File: src/mxb_cfg.svh
// mxb_cfg.svh: offsets, field positions, codes and counts for the muxed bus controller
// assumes inclusion by bare name from every design file that needs it
`ifndef MXB_CFG_SVH
`define MXB_CFG_SVH

// ************************************************
// bus geometry
// ************************************************
`define MXB_BUS_W 24
`define MXB_BEAT_W 3
`define MXB_BURST_LAST 3'h7

// ************************************************
// bank base settings fields
// ************************************************
`define MXB_BASE_VALID 0
`define MXB_BASE_MACH_LO 1
`define MXB_BASE_MACH_HI 2
`define MXB_MATCH_LO 8

// ************************************************
// machine codes held in the base settings
// ************************************************
`define MXB_MACH_GENERAL 2'h0
`define MXB_MACH_PATTERN 2'h1
`define MXB_MACH_SDRAM 2'h2

// ************************************************
// bank option settings fields
// ************************************************
`define MXB_OPT_HOLD_LO 0
`define MXB_OPT_HOLD_HI 3

// ************************************************
// timing counts in bus clocks
// ************************************************
`define MXB_TURN_CYCLES 1
`define MXB_REF_GAP 1

`endif

File: src/mxb_pkg.sv
// mxb_pkg.sv: types shared by the muxed bus controller modules
// assumes mxb_cfg.svh carries the numbers
`default_nettype none

package mxb_pkg;
  // sequencer states
  typedef enum logic [2:0] {
    MXB_IDLE,
    MXB_ADDR,
    MXB_DATA,
    MXB_TURN,
    MXB_HOLD,
    MXB_REFR
  } mxb_state_t;
endpackage

`default_nettype wire

File: src/mxb_ctrl.sv
// mxb_ctrl.sv: address/data phase sequencer for a shared 24-bit bus
// assumes bus data returns in step with clk_in and the pattern machine
// shares this clock
`timescale 1ns/1ps
`default_nettype none
`include "mxb_cfg.svh"

module mxb_ctrl import mxb_pkg::*; #(
  parameter int NCS = 8,
  parameter int CW = 8
) (
  input wire logic clk_in, // bus clock
  input wire logic reset_in, // sync reset, high
  input wire logic req_valid_in, // dispatcher request
  input wire logic [`MXB_BUS_W-1:0] req_addr_in, // request address
  input wire logic req_write_in, // 1 write, 0 read
  input wire logic req_burst_in, // 8-beat burst
  input wire logic [`MXB_BUS_W-1:0] wdata_in, // write word for next beat
  input wire logic xaddr_req_in, // pattern asks for extra address phase
  input wire logic [`MXB_BUS_W-1:0] xaddr_in, // extra address
  input wire logic [NCS-1:0][`MXB_BUS_W-1:0] bank_base_settings_in, // bases
  input wire logic [NCS-1:0][`MXB_BUS_W-1:0] bank_option_settings_in, // options
  input wire logic [CW-1:0] refresh_timer_count_in, // shared timer count
  input wire logic [CW-1:0] prescale_field_in, // shared prescale
  input wire logic [`MXB_BUS_W-1:0] shared_addr_data_bus_in, // bus pins in
  output logic [`MXB_BUS_W-1:0] shared_addr_data_bus_out, // bus pins out
  output logic shared_addr_data_bus_oe_n_out, // low while driving
  output logic addr_latch_strobe_out, // address latch strobe
  output logic [`MXB_BEAT_W-1:0] low_burst_address_out, // beat index
  output logic transceiver_direction_out, // high outbound
  output logic [NCS-1:0] chip_select_n_out, // chip selects, low active
  output logic refresh_cmd_out, // refresh command strobe
  output logic sdram_req_out, // sdram machine busy on a request
  output logic req_accept_out, // request taken pulse
  output logic req_error_out, // unmapped address pulse
  output logic wdata_take_out, // write word on the bus
  output logic [`MXB_BUS_W-1:0] rdata_out, // read word
  output logic rdata_valid_out // read word pulse
);
  localparam int IW = $clog2(NCS);

  mxb_state_t state_r, state_nxt;
  logic [`MXB_BUS_W-1:0] addr_r, addr_nxt;
  logic [`MXB_BEAT_W-1:0] beat_r, beat_nxt;
  logic [`MXB_BEAT_W-1:0] left_r, left_nxt;
  logic [3:0] hold_r, hold_nxt;
  logic [IW-1:0] cs_r, cs_nxt;
  logic [IW-1:0] ref_idx_r;
  logic ref_ph_r;
  logic write_r, write_nxt;
  logic sdram_r, sdram_nxt;
  logic xpend_r, xpend_nxt;
  logic refpend_r;

  wire hit;
  wire [IW-1:0] hit_idx;
  wire [1:0] hit_mach;
  wire [3:0] hit_hold;
  wire [NCS-1:0] sdram_banks;
  wire expire;

  // ************************************************
  // bank match and shared refresh timer
  // ************************************************
  mxb_cs_match #(.NCS(NCS)) u_match (
    .addr_in(req_addr_in),
    .base_in(bank_base_settings_in),
    .opt_in(bank_option_settings_in),
    .hit_out(hit),
    .idx_out(hit_idx),
    .mach_out(hit_mach),
    .hold_out(hit_hold),
    .sdram_out(sdram_banks)
  );

  // one timer pair serves every sdram select
  mxb_refresh_sched #(.CW(CW)) u_refresh (
    .clk_in(clk_in),
    .reset_in(reset_in),
    .timer_count_in(refresh_timer_count_in),
    .prescale_in(prescale_field_in),
    .expire_out(expire)
  );

  // ************************************************
  // decode
  // ************************************************
  wire idle = (state_r == MXB_IDLE);
  wire do_ref = idle && refpend_r && (|sdram_banks);
  wire take = idle && !do_ref && req_valid_in;
  wire accept = take && hit;
  // the general machine never bursts
  wire burst_ok = req_burst_in && (hit_mach != `MXB_MACH_GENERAL);
  wire in_data = (state_r == MXB_DATA);
  wire xaddr = in_data && xaddr_req_in && !sdram_r;
  wire ref_last = (state_r == MXB_REFR) && ref_ph_r && (ref_idx_r == IW'(NCS - 1));
  wire ref_fire = (state_r == MXB_REFR) && !ref_ph_r && sdram_banks[ref_idx_r];
  wire drive_nxt = (state_nxt == MXB_ADDR) || ((state_nxt == MXB_DATA) && write_nxt);
  wire [NCS-1:0] cs_one = NCS'(1) << cs_nxt;
  wire [NCS-1:0] ref_one = NCS'(1) << ref_idx_r;

  // ************************************************
  // next state
  // ************************************************
  always_comb begin
    state_nxt = state_r;
    addr_nxt = addr_r;
    beat_nxt = beat_r;
    left_nxt = left_r;
    hold_nxt = hold_r;
    cs_nxt = cs_r;
    write_nxt = write_r;
    sdram_nxt = sdram_r;
    xpend_nxt = xpend_r;
    case (state_r)
      MXB_IDLE: begin
        if (do_ref) begin
          state_nxt = MXB_REFR;
        end else if (accept) begin
          state_nxt = MXB_ADDR;
          addr_nxt = req_addr_in;
          beat_nxt = '0;
          left_nxt = burst_ok ? `MXB_BURST_LAST : '0;
          hold_nxt = hit_hold;
          cs_nxt = hit_idx;
          write_nxt = req_write_in;
          sdram_nxt = (hit_mach == `MXB_MACH_SDRAM);
        end
      end
      MXB_ADDR: begin
        state_nxt = MXB_DATA;
      end
      MXB_DATA: begin
        if (xaddr) begin
          addr_nxt = xaddr_in;
          // a write already drives the bus, a read must turn it
          state_nxt = write_r ? MXB_ADDR : MXB_TURN;
          xpend_nxt = !write_r;
        end else if (left_r == '0) begin
          state_nxt = write_r ? MXB_IDLE : MXB_TURN;
        end else begin
          beat_nxt = beat_r + `MXB_BEAT_W'(1);
          left_nxt = left_r - `MXB_BEAT_W'(1);
        end
      end
      MXB_TURN: begin
        xpend_nxt = 1'b0;
        if (xpend_r) begin
          state_nxt = MXB_ADDR;
        end else if (hold_r != '0) begin
          state_nxt = MXB_HOLD;
        end else begin
          state_nxt = MXB_IDLE;
        end
      end
      MXB_HOLD: begin
        hold_nxt = hold_r - 4'h1;
        if (hold_r == 4'h1) begin
          state_nxt = MXB_IDLE;
        end
      end
      MXB_REFR: begin
        if (ref_last) begin
          state_nxt = MXB_IDLE;
        end
      end
      default: state_nxt = MXB_IDLE;
    endcase
  end

  // ************************************************
  // sequencer registers
  // ************************************************
  always_ff @(posedge clk_in) begin
    if (reset_in) begin
      state_r <= MXB_IDLE;
      addr_r <= '0;
      beat_r <= '0;
      left_r <= '0;
      hold_r <= '0;
      cs_r <= '0;
      write_r <= 1'b0;
      sdram_r <= 1'b0;
      xpend_r <= 1'b0;
    end else begin
      state_r <= state_nxt;
      addr_r <= addr_nxt;
      beat_r <= beat_nxt;
      left_r <= left_nxt;
      hold_r <= hold_nxt;
      cs_r <= cs_nxt;
      write_r <= write_nxt;
      sdram_r <= sdram_nxt;
      xpend_r <= xpend_nxt;
    end
  end

  // ************************************************
  // refresh pending and walk over selects
  // ************************************************
  // a new expiry in the clearing cycle keeps the flag set
  always_ff @(posedge clk_in) begin
    if (reset_in) begin
      refpend_r <= 1'b0;
      ref_idx_r <= '0;
      ref_ph_r <= 1'b0;
    end else begin
      refpend_r <= expire | (refpend_r & !do_ref);
      ref_ph_r <= (state_r == MXB_REFR) && !ref_ph_r;
      if (state_r != MXB_REFR || ref_last) begin
        ref_idx_r <= '0;
      end else if (ref_ph_r) begin
        ref_idx_r <= ref_idx_r + IW'(1);
      end
    end
  end

  // ************************************************
  // pin registers
  // ************************************************
  // all pins come from flops, set from the next state, except the refresh command and its select, set from the current refresh phase
  always_ff @(posedge clk_in) begin
    if (reset_in) begin
      shared_addr_data_bus_out <= '0;
      shared_addr_data_bus_oe_n_out <= 1'b1;
      addr_latch_strobe_out <= 1'b0;
      low_burst_address_out <= '0;
      transceiver_direction_out <= 1'b1;
      chip_select_n_out <= '1;
      refresh_cmd_out <= 1'b0;
      sdram_req_out <= 1'b0;
    end else begin
      shared_addr_data_bus_out <= (state_nxt == MXB_ADDR) ? addr_nxt : wdata_in;
      shared_addr_data_bus_oe_n_out <= !drive_nxt;
      addr_latch_strobe_out <= (state_nxt == MXB_ADDR);
      low_burst_address_out <= addr_nxt[`MXB_BEAT_W-1:0] + beat_nxt;
      transceiver_direction_out <= !((state_nxt == MXB_DATA) && !write_nxt);
      chip_select_n_out <= (state_nxt == MXB_DATA) ? ~cs_one : '1;
      if (ref_fire) begin
        chip_select_n_out <= ~ref_one;
      end
      refresh_cmd_out <= ref_fire;
      sdram_req_out <= sdram_nxt && (state_nxt != MXB_IDLE) && (state_nxt != MXB_REFR);
    end
  end

  // ************************************************
  // dispatcher side answers
  // ************************************************
  always_ff @(posedge clk_in) begin
    if (reset_in) begin
      req_accept_out <= 1'b0;
      req_error_out <= 1'b0;
      wdata_take_out <= 1'b0;
      rdata_out <= '0;
      rdata_valid_out <= 1'b0;
    end else begin
      req_accept_out <= accept;
      req_error_out <= take && !hit;
      wdata_take_out <= (state_nxt == MXB_DATA) && write_nxt;
      rdata_valid_out <= in_data && !write_r;
      if (in_data && !write_r) begin
        rdata_out <= shared_addr_data_bus_in;
      end
    end
  end
endmodule // mxb_ctrl

`default_nettype wire

File: src/mxb_refresh_sched.sv
// mxb_refresh_sched.sv: shared refresh timer with prescaler
// assumes timer count and prescale are held stable by software
`timescale 1ns/1ps
`default_nettype none
`include "mxb_cfg.svh"

module mxb_refresh_sched import mxb_pkg::*; #(
  parameter int CW = 8
) (
  input wire logic clk_in, // bus clock
  input wire logic reset_in, // sync reset, high
  input wire logic [CW-1:0] timer_count_in, // refresh timer count
  input wire logic [CW-1:0] prescale_in, // prescale field
  output logic expire_out // expiry pulse, one cycle wide unless count and prescale are both 1
);
  logic [CW-1:0] pre_r;
  logic [CW-1:0] tmr_r;
  logic [2*CW-1:0] gap_r;
  logic seen_r;

  // ************************************************
  // divider and timer
  // ************************************************
  // a zero field stops the timer rather than firing every clock
  wire run = (timer_count_in != '0) && (prescale_in != '0);
  wire tick = run && (pre_r == CW'(1));
  wire fire = tick && (tmr_r == CW'(1));

  // period is count times prescale clocks
  always_ff @(posedge clk_in) begin
    if (reset_in || !run) begin
      pre_r <= '0;
      tmr_r <= '0;
      expire_out <= 1'b0;
    end else begin
      pre_r <= (pre_r <= CW'(1)) ? prescale_in : pre_r - CW'(1);
      if (tmr_r == '0 || fire) begin
        tmr_r <= timer_count_in;
      end else if (tick) begin
        tmr_r <= tmr_r - CW'(1);
      end
      expire_out <= fire;
    end
  end

  // ************************************************
  // checks
  // ************************************************
  // gap counter between expiries, read only by the check
  always_ff @(posedge clk_in) begin
    if (reset_in || !run) begin
      gap_r <= '0;
      seen_r <= 1'b0;
    end else begin
      gap_r <= expire_out ? '0 : gap_r + (2*CW)'(1);
      seen_r <= seen_r | expire_out;
    end
  end
endmodule // mxb_refresh_sched

`default_nettype wire

File: src/mxb_cs_match.sv
// mxb_cs_match.sv: chip-select address compare across all banks
// assumes base and option settings are static while requests run
`timescale 1ns/1ps
`default_nettype none
`include "mxb_cfg.svh"

module mxb_cs_match import mxb_pkg::*; #(
  parameter int NCS = 8
) (
  input wire logic [`MXB_BUS_W-1:0] addr_in, // transaction address
  input wire logic [NCS-1:0][`MXB_BUS_W-1:0] base_in, // bank base settings
  input wire logic [NCS-1:0][`MXB_BUS_W-1:0] opt_in, // bank option settings
  output logic hit_out, // some bank matched
  output logic [$clog2(NCS)-1:0] idx_out, // matched bank
  output logic [1:0] mach_out, // machine of matched bank
  output logic [3:0] hold_out, // extra read hold clocks
  output logic [NCS-1:0] sdram_out // banks on the sdram machine
);
  logic [NCS-1:0] hit_vec;

  // ************************************************
  // per bank compare
  // ************************************************
  // option upper bits act as a compare mask
  genvar g;
  generate
    for (g = 0; g < NCS; g++) begin : g_bank
      wire [`MXB_BUS_W-1:0] diff = (addr_in ^ base_in[g]) & opt_in[g];
      assign hit_vec[g] = base_in[g][`MXB_BASE_VALID]
        && (diff[`MXB_BUS_W-1:`MXB_MATCH_LO] == '0);
      assign sdram_out[g] = base_in[g][`MXB_BASE_VALID]
        && (base_in[g][`MXB_BASE_MACH_HI:`MXB_BASE_MACH_LO] == `MXB_MACH_SDRAM);
    end
  endgenerate

  // ************************************************
  // pick one bank
  // ************************************************
  // lowest index wins so overlapping banks still select one
  always_comb begin
    idx_out = '0;
    for (int i = NCS - 1; i >= 0; i--) begin
      if (hit_vec[i]) begin
        idx_out = ($clog2(NCS))'(i);
      end
    end
  end

  assign hit_out = |hit_vec;
  assign mach_out = base_in[idx_out][`MXB_BASE_MACH_HI:`MXB_BASE_MACH_LO];
  assign hold_out = opt_in[idx_out][`MXB_OPT_HOLD_HI:`MXB_OPT_HOLD_LO];
endmodule // mxb_cs_match

`default_nettype wire

File: config.mk
export PLATFORM = sky130hd
export DESIGN_NAME = mxb_ctrl
export DESIGN_NICKNAME = d
export VERILOG_FILES = /design/src/mxb_pkg.sv /design/src/mxb_ctrl.sv /design/src/mxb_refresh_sched.sv /design/src/mxb_cs_match.sv
export VERILOG_INCLUDE_DIRS = /design/src
export SDC_FILE = /design/constraint.sdc
export NUM_CORES = 1
export LEC_CHECK = 0
export BUFFER_PORTS_ARGS = -buffer_cell sky130_fd_sc_hd__buf_2
export CAP_MARGIN = 15
export CORE_AREA = 4 4 217 219
export CTS_BUF_LIST = sky130_fd_sc_hd__clkbuf_8
export CTS_CLUSTER_SIZE = 20
export DETAILED_ROUTE_END_ITERATION = 8
export DIE_AREA = 0 0 221 223
export MAX_ROUTING_LAYER = met4
export RECOVER_POWER = 100
export SLEW_MARGIN = 20
export SYNTH_ARGS = -nofsm -noshare
export SYNTH_HDL_FRONTEND = slang
export SYNTH_SLANG_ARGS = --single-unit
File: constraint.sdc
create_clock -name clk_in -period 5.4 [get_ports clk_in]
set_input_delay 0.81 -clock clk_in [delete_from_list [all_inputs] [get_ports clk_in]]
set_output_delay 0.81 -clock clk_in [all_outputs]
set_load 0.01 [all_outputs]
==> results_dict.tcl <==
set metrics [dict create \
    wl_per_cell_um 21.2 \
    post_synthesis_net_count 1513 \
    internal_power_mw 1.96 \
    power_density_nw_per_um2 256 \
    finalHoldViolCount 0 \
    grt_antenna_before_repair 13 \
    min_from "rdata_out[0]" \
    cts_post_setup_buffers_inserted 0 \
    floorplan.initialDensity 0.191 \
    floorplan.die.width_um 221 \
    grt_start_max_net_pins 61 \
    clockBufferDepth 2 \
    most_common_library_cell_in_the_layout_ignoring_fill_and_taps "sky130_fd_sc_hd__buf_2" \
    finish.cell_count_without_fillers 2088 \
    leading_post_synthesis_cells_by_cell_area "sky130_fd_sc_hd__dfxtp_1 (31%), sky130_fd_sc_hd__xor2_1 (13%), sky130_fd_sc_hd__a22oi_1 (8.2%)" \
    root_buffer "sky130_fd_sc_hd__clkbuf_8" \
    number_of_buffers_inserted_by_port_buffering 497 \
    cts_tree "built" \
    global_route_wire_length_before_repair_um 63400 \
    worstHoldEndpoint "rdata_out[0]" \
    synth_ff_type "sky130_fd_sc_hd__dfxtp_1" \
    fp.dieH_um 223 \
    vias 9662 \
    worstSetupPathType "input pin to register" \
    yosysSeqAreaShare 0.309 \
    post-synth-top-area-fraction 0.309 \
    ctsResizeCount 0 \
    post_drt_via_cell_ratio 4.63 \
    relSlewSlack 0.304 \
    number_of_buffers_created_by_cts 17 \
    globalRouteTotalUtil 0.176 \
    share_clk_of_total_power 0.303 \
    detail_route.iter0.violations 692 \
    fin_area_um2 12000 \
    cts.htree.levels 4 \
    crit_path_max_fanout 9 \
    detail_route.first_pass.iterations 5 \
    worst_r2r_path_depth 12 \
    asyncSetResetFlopFracSynth 0 \
    maxSlewViolCount 0 \
    timing.critical_path.to_type "register" \
    rsz_0062_raised_after_global_routing "false" \
    synth-edff-count 0 \
    layout.cells.most_common_list "sky130_fd_sc_hd__buf_2 (426), sky130_fd_sc_hd__dfxtp_1 (133), sky130_fd_sc_hd__xor2_1 (130), sky130_fd_sc_hd__a22oi_1 (94), sky130_fd_sc_hd__nand2_1 (93)" \
    timing.fmax_ghz 0.208 \
    ys_seq_elements 133 \
    post-route-drc-count 0 \
    fin_ws_ns 0.590 \
    areaGrowthSynthToFinish_pct 39.1 \
    p_leak_nw 5.33 \
    power.ir.vdd_worst_mv 0.168 \
    postSynthCellCount 992 \
    timing.rr.start "state_r[0]" \
    worstPathArrival_ns 5.15 \
    startpoint_type "input pin" \
    synth.yosys.warnings 0 \
    num_io_pins 570 \
    fin_nets 1983 \
    transition_at_the_pin_with_the_smallest_max_transition_slack_ns 1.04 \
    dpl.cell_count 2042 \
    yosys.area.top_type "sky130_fd_sc_hd__dfxtp_1" \
    share_seq_of_total_power 0.363 \
    setup_total_negative_slack_ns 0 \
    worst-endpoint-required_ns 5.74 \
    post_synth_num_cell_types 69 \
    die_area_um2 49300 \
    overflow 0 \
    max_cap_viol_count 0 \
    switchingPower_mw 1.12 \
    min_period_over_period 0.891 \
    wirelength_um 44300 \
    report.final.setup_viol 0 \
    clock_sink_count 133 \
    grt_pass1_vias 9739 \
    power.total_mw 3.07 \
    postRouteAntennaNets 0 \
    placed_area_um2 11600 \
    skew_ns 0.0160 \
    core.rowCount 78 \
    postSynthAreaPerCell_um2 8.69 \
    critical_path.reg2reg.endpoint "low_burst_address_out[2]" \
    holdCritPathClass "register to register" \
    status "finished clean" \
    p_sw_frac 0.364 \
    comb_power_share 0.334 \
    timing.hold.worst_path_depth 2 \
    worst_setup_hold_path_clk_slew_ns 0.09 \
    core_um2 45100 \
    postCtsHoldBufs 0 \
    r2r_slack_ns 1.62 \
    insertion_delay_ns 0.48 \
    layout-drive-gt1-share 0.348 \
    placement.setup.worst_slack_ns 0.681 \
    routability_driven_placement_congestion_ratio 0.988 \
    post_synthesis_cell_area_um2 8620 \
    detailedPlacementHpwl_um 37000 \
    final.min_clock_period_ns 4.81 \
]
## critical path: stages
cell and delay (ns):
sky130_fd_sc_hd__clkbuf_1 0.71, sky130_fd_sc_hd__xor2_1 0.18, sky130_fd_sc_hd__a22oi_1 0.22, sky130_fd_sc_hd__nand4_1 0.38, sky130_fd_sc_hd__nor3_1 0.54, sky130_fd_sc_hd__nor4b_4 0.16
sky130_fd_sc_hd__a21oi_4 0.29, sky130_fd_sc_hd__o21ai_2 0.08, sky130_fd_sc_hd__or2_2 0.36, sky130_fd_sc_hd__mux2_1 0.35, sky130_fd_sc_hd__ha_1 0.21, sky130_fd_sc_hd__fa_1 0.43
sky130_fd_sc_hd__xnor2_1 0.21, sky130_fd_sc_hd__xnor2_1 0.14, sky130_fd_sc_hd__nor2_1 0.05
## Yosys cell counts (3+ instances only)
cell	n
sky130_fd_sc_hd__or3_1	3
sky130_fd_sc_hd__a22oi_1	94
sky130_fd_sc_hd__buf_6	14
sky130_fd_sc_hd__nand2b_1	6
sky130_fd_sc_hd__a222oi_1	5
sky130_fd_sc_hd__o21ai_0	16
sky130_fd_sc_hd__xnor2_1	7
sky130_fd_sc_hd__and4_1	10
sky130_fd_sc_hd__and3_1	6
sky130_fd_sc_hd__ha_1	18
sky130_fd_sc_hd__mux2_2	24
sky130_fd_sc_hd__dfxtp_1	133
sky130_fd_sc_hd__a311oi_1	5
sky130_fd_sc_hd__buf_2	3
sky130_fd_sc_hd__and2_1	29
sky130_fd_sc_hd__mux2i_1	46
sky130_fd_sc_hd__a211oi_1	15
sky130_fd_sc_hd__mux4_2	3
sky130_fd_sc_hd__nand4_1	10
sky130_fd_sc_hd__a21oi_1	42
sky130_fd_sc_hd__o2bb2ai_1	23
sky130_fd_sc_hd__nor3_1	11
sky130_fd_sc_hd__nand2_1	93
sky130_fd_sc_hd__nand3b_1	10
sky130_fd_sc_hd__xor2_1	130
sky130_fd_sc_hd__nor2_1	87
sky130_fd_sc_hd__nor4_1	10
sky130_fd_sc_hd__or2_2	3
sky130_fd_sc_hd__nand3_1	17
sky130_fd_sc_hd__clkbuf_1	37
sky130_fd_sc_hd__buf_4	6
sky130_fd_sc_hd__inv_1	19
sky130_fd_sc_hd__nor2b_1	8
sky130_fd_sc_hd__a31oi_1	4
## sequential cells by signal, indices dropped and copies added (netlist names), 3 cells and up
name / cells
shared_addr_data_bus_out: 24
rdata_out: 24
cs_r: 3
beat_r: 3
ref_idx_r: 3
state_r: 3
u_refresh.tmr_r: 8
left_r: 3
hold_r: 4
u_refresh.pre_r: 8
low_burst_address_out: 3
addr_r: 24
chip_select_n_out: 8
## power by group through the flow
stage | clock network [mW] | logic, mW | registers [mW]
after floorplan | 0 | 0.619 | 1.14
after global placement | 0 | 1.00 | 1.13
after detailed placement | 0 | 1.03 | 1.14
after CTS | 0.964 | 1.03 | 1.11
after global routing | 1.01 | 1.13 | 1.13
final | 0.932 | 1.03 | 1.12
## metal layers
layer / global-route usage / vias up / part of all wire
li1: - / 4533 / -
met1: 0.230 / 4623 / 0.45
met2: 0.260 / 462 / 0.43
met5: - / - / 0
met4: 0.0417 / 0 / 0.019
met3: 0.0628 / 44 / 0.093
## through the flow
stage / utilization / hold slack (ns)
after global routing: 0.266 / 0.479
final: 0.266 / 0.460
after detailed placement: 0.258 / 0.447
after global placement: 0.258 / 0.439
after CTS: 0.268 / 0.459
after floorplan: - / 0.413
## cell type report
class	instances	area, µm²
clock buffer	17	234
timing repair buffer	513	2530
fill	5022	33100
clock inverter	15	193
inverter	19	71.3
multi-input combinational	778	5530
tap	600	751
sequential	133	2660
antenna	13	32.5
## logic make-up (layout without fill, tap and decap cells)
| group | count (synthesis) | after routing | synth area share |
|---|---|---|---|
| AOI/OAI and AO/OA | 231 | 231 | 0.195 |
| other | 0 | 13 | 0 |
| muxes | 74 | 74 | 0.0943 |
| adders and majority gates | 19 | 19 | 0.0284 |
| and+or+nand+nor | 317 | 317 | 0.184 |
| buffers and inverters | 81 | 564 | 0.0505 |
| xor gates and xnor gates | 137 | 137 | 0.139 |
| DFF | 133 | 133 | 0.309 |
## how the worst max path moves through the flow
| stage | from | endpoint | slack, ns | depth (start not counted) |
|---|---|---|---|---|
| 2_1_floorplan | req_addr_in[21] | low_burst_address_out[2] | 1.31 | 16 |
| 3_3_place_gp | req_addr_in[15] | low_burst_address_out[2] | 0.76 | 15 |
| 3_5_place_dp | req_addr_in[18] | low_burst_address_out[2] | 0.68 | 15 |
| 4_1_cts | req_addr_in[18] | low_burst_address_out[2] | 1.22 | 15 |
| 5_1_grt | req_addr_in[18] | low_burst_address_out[2] | 0.51 | 15 |
| 6_report | req_addr_in[18] | low_burst_address_out[2] | 0.59 | 15 |
(Power assumes the default switching activity.)
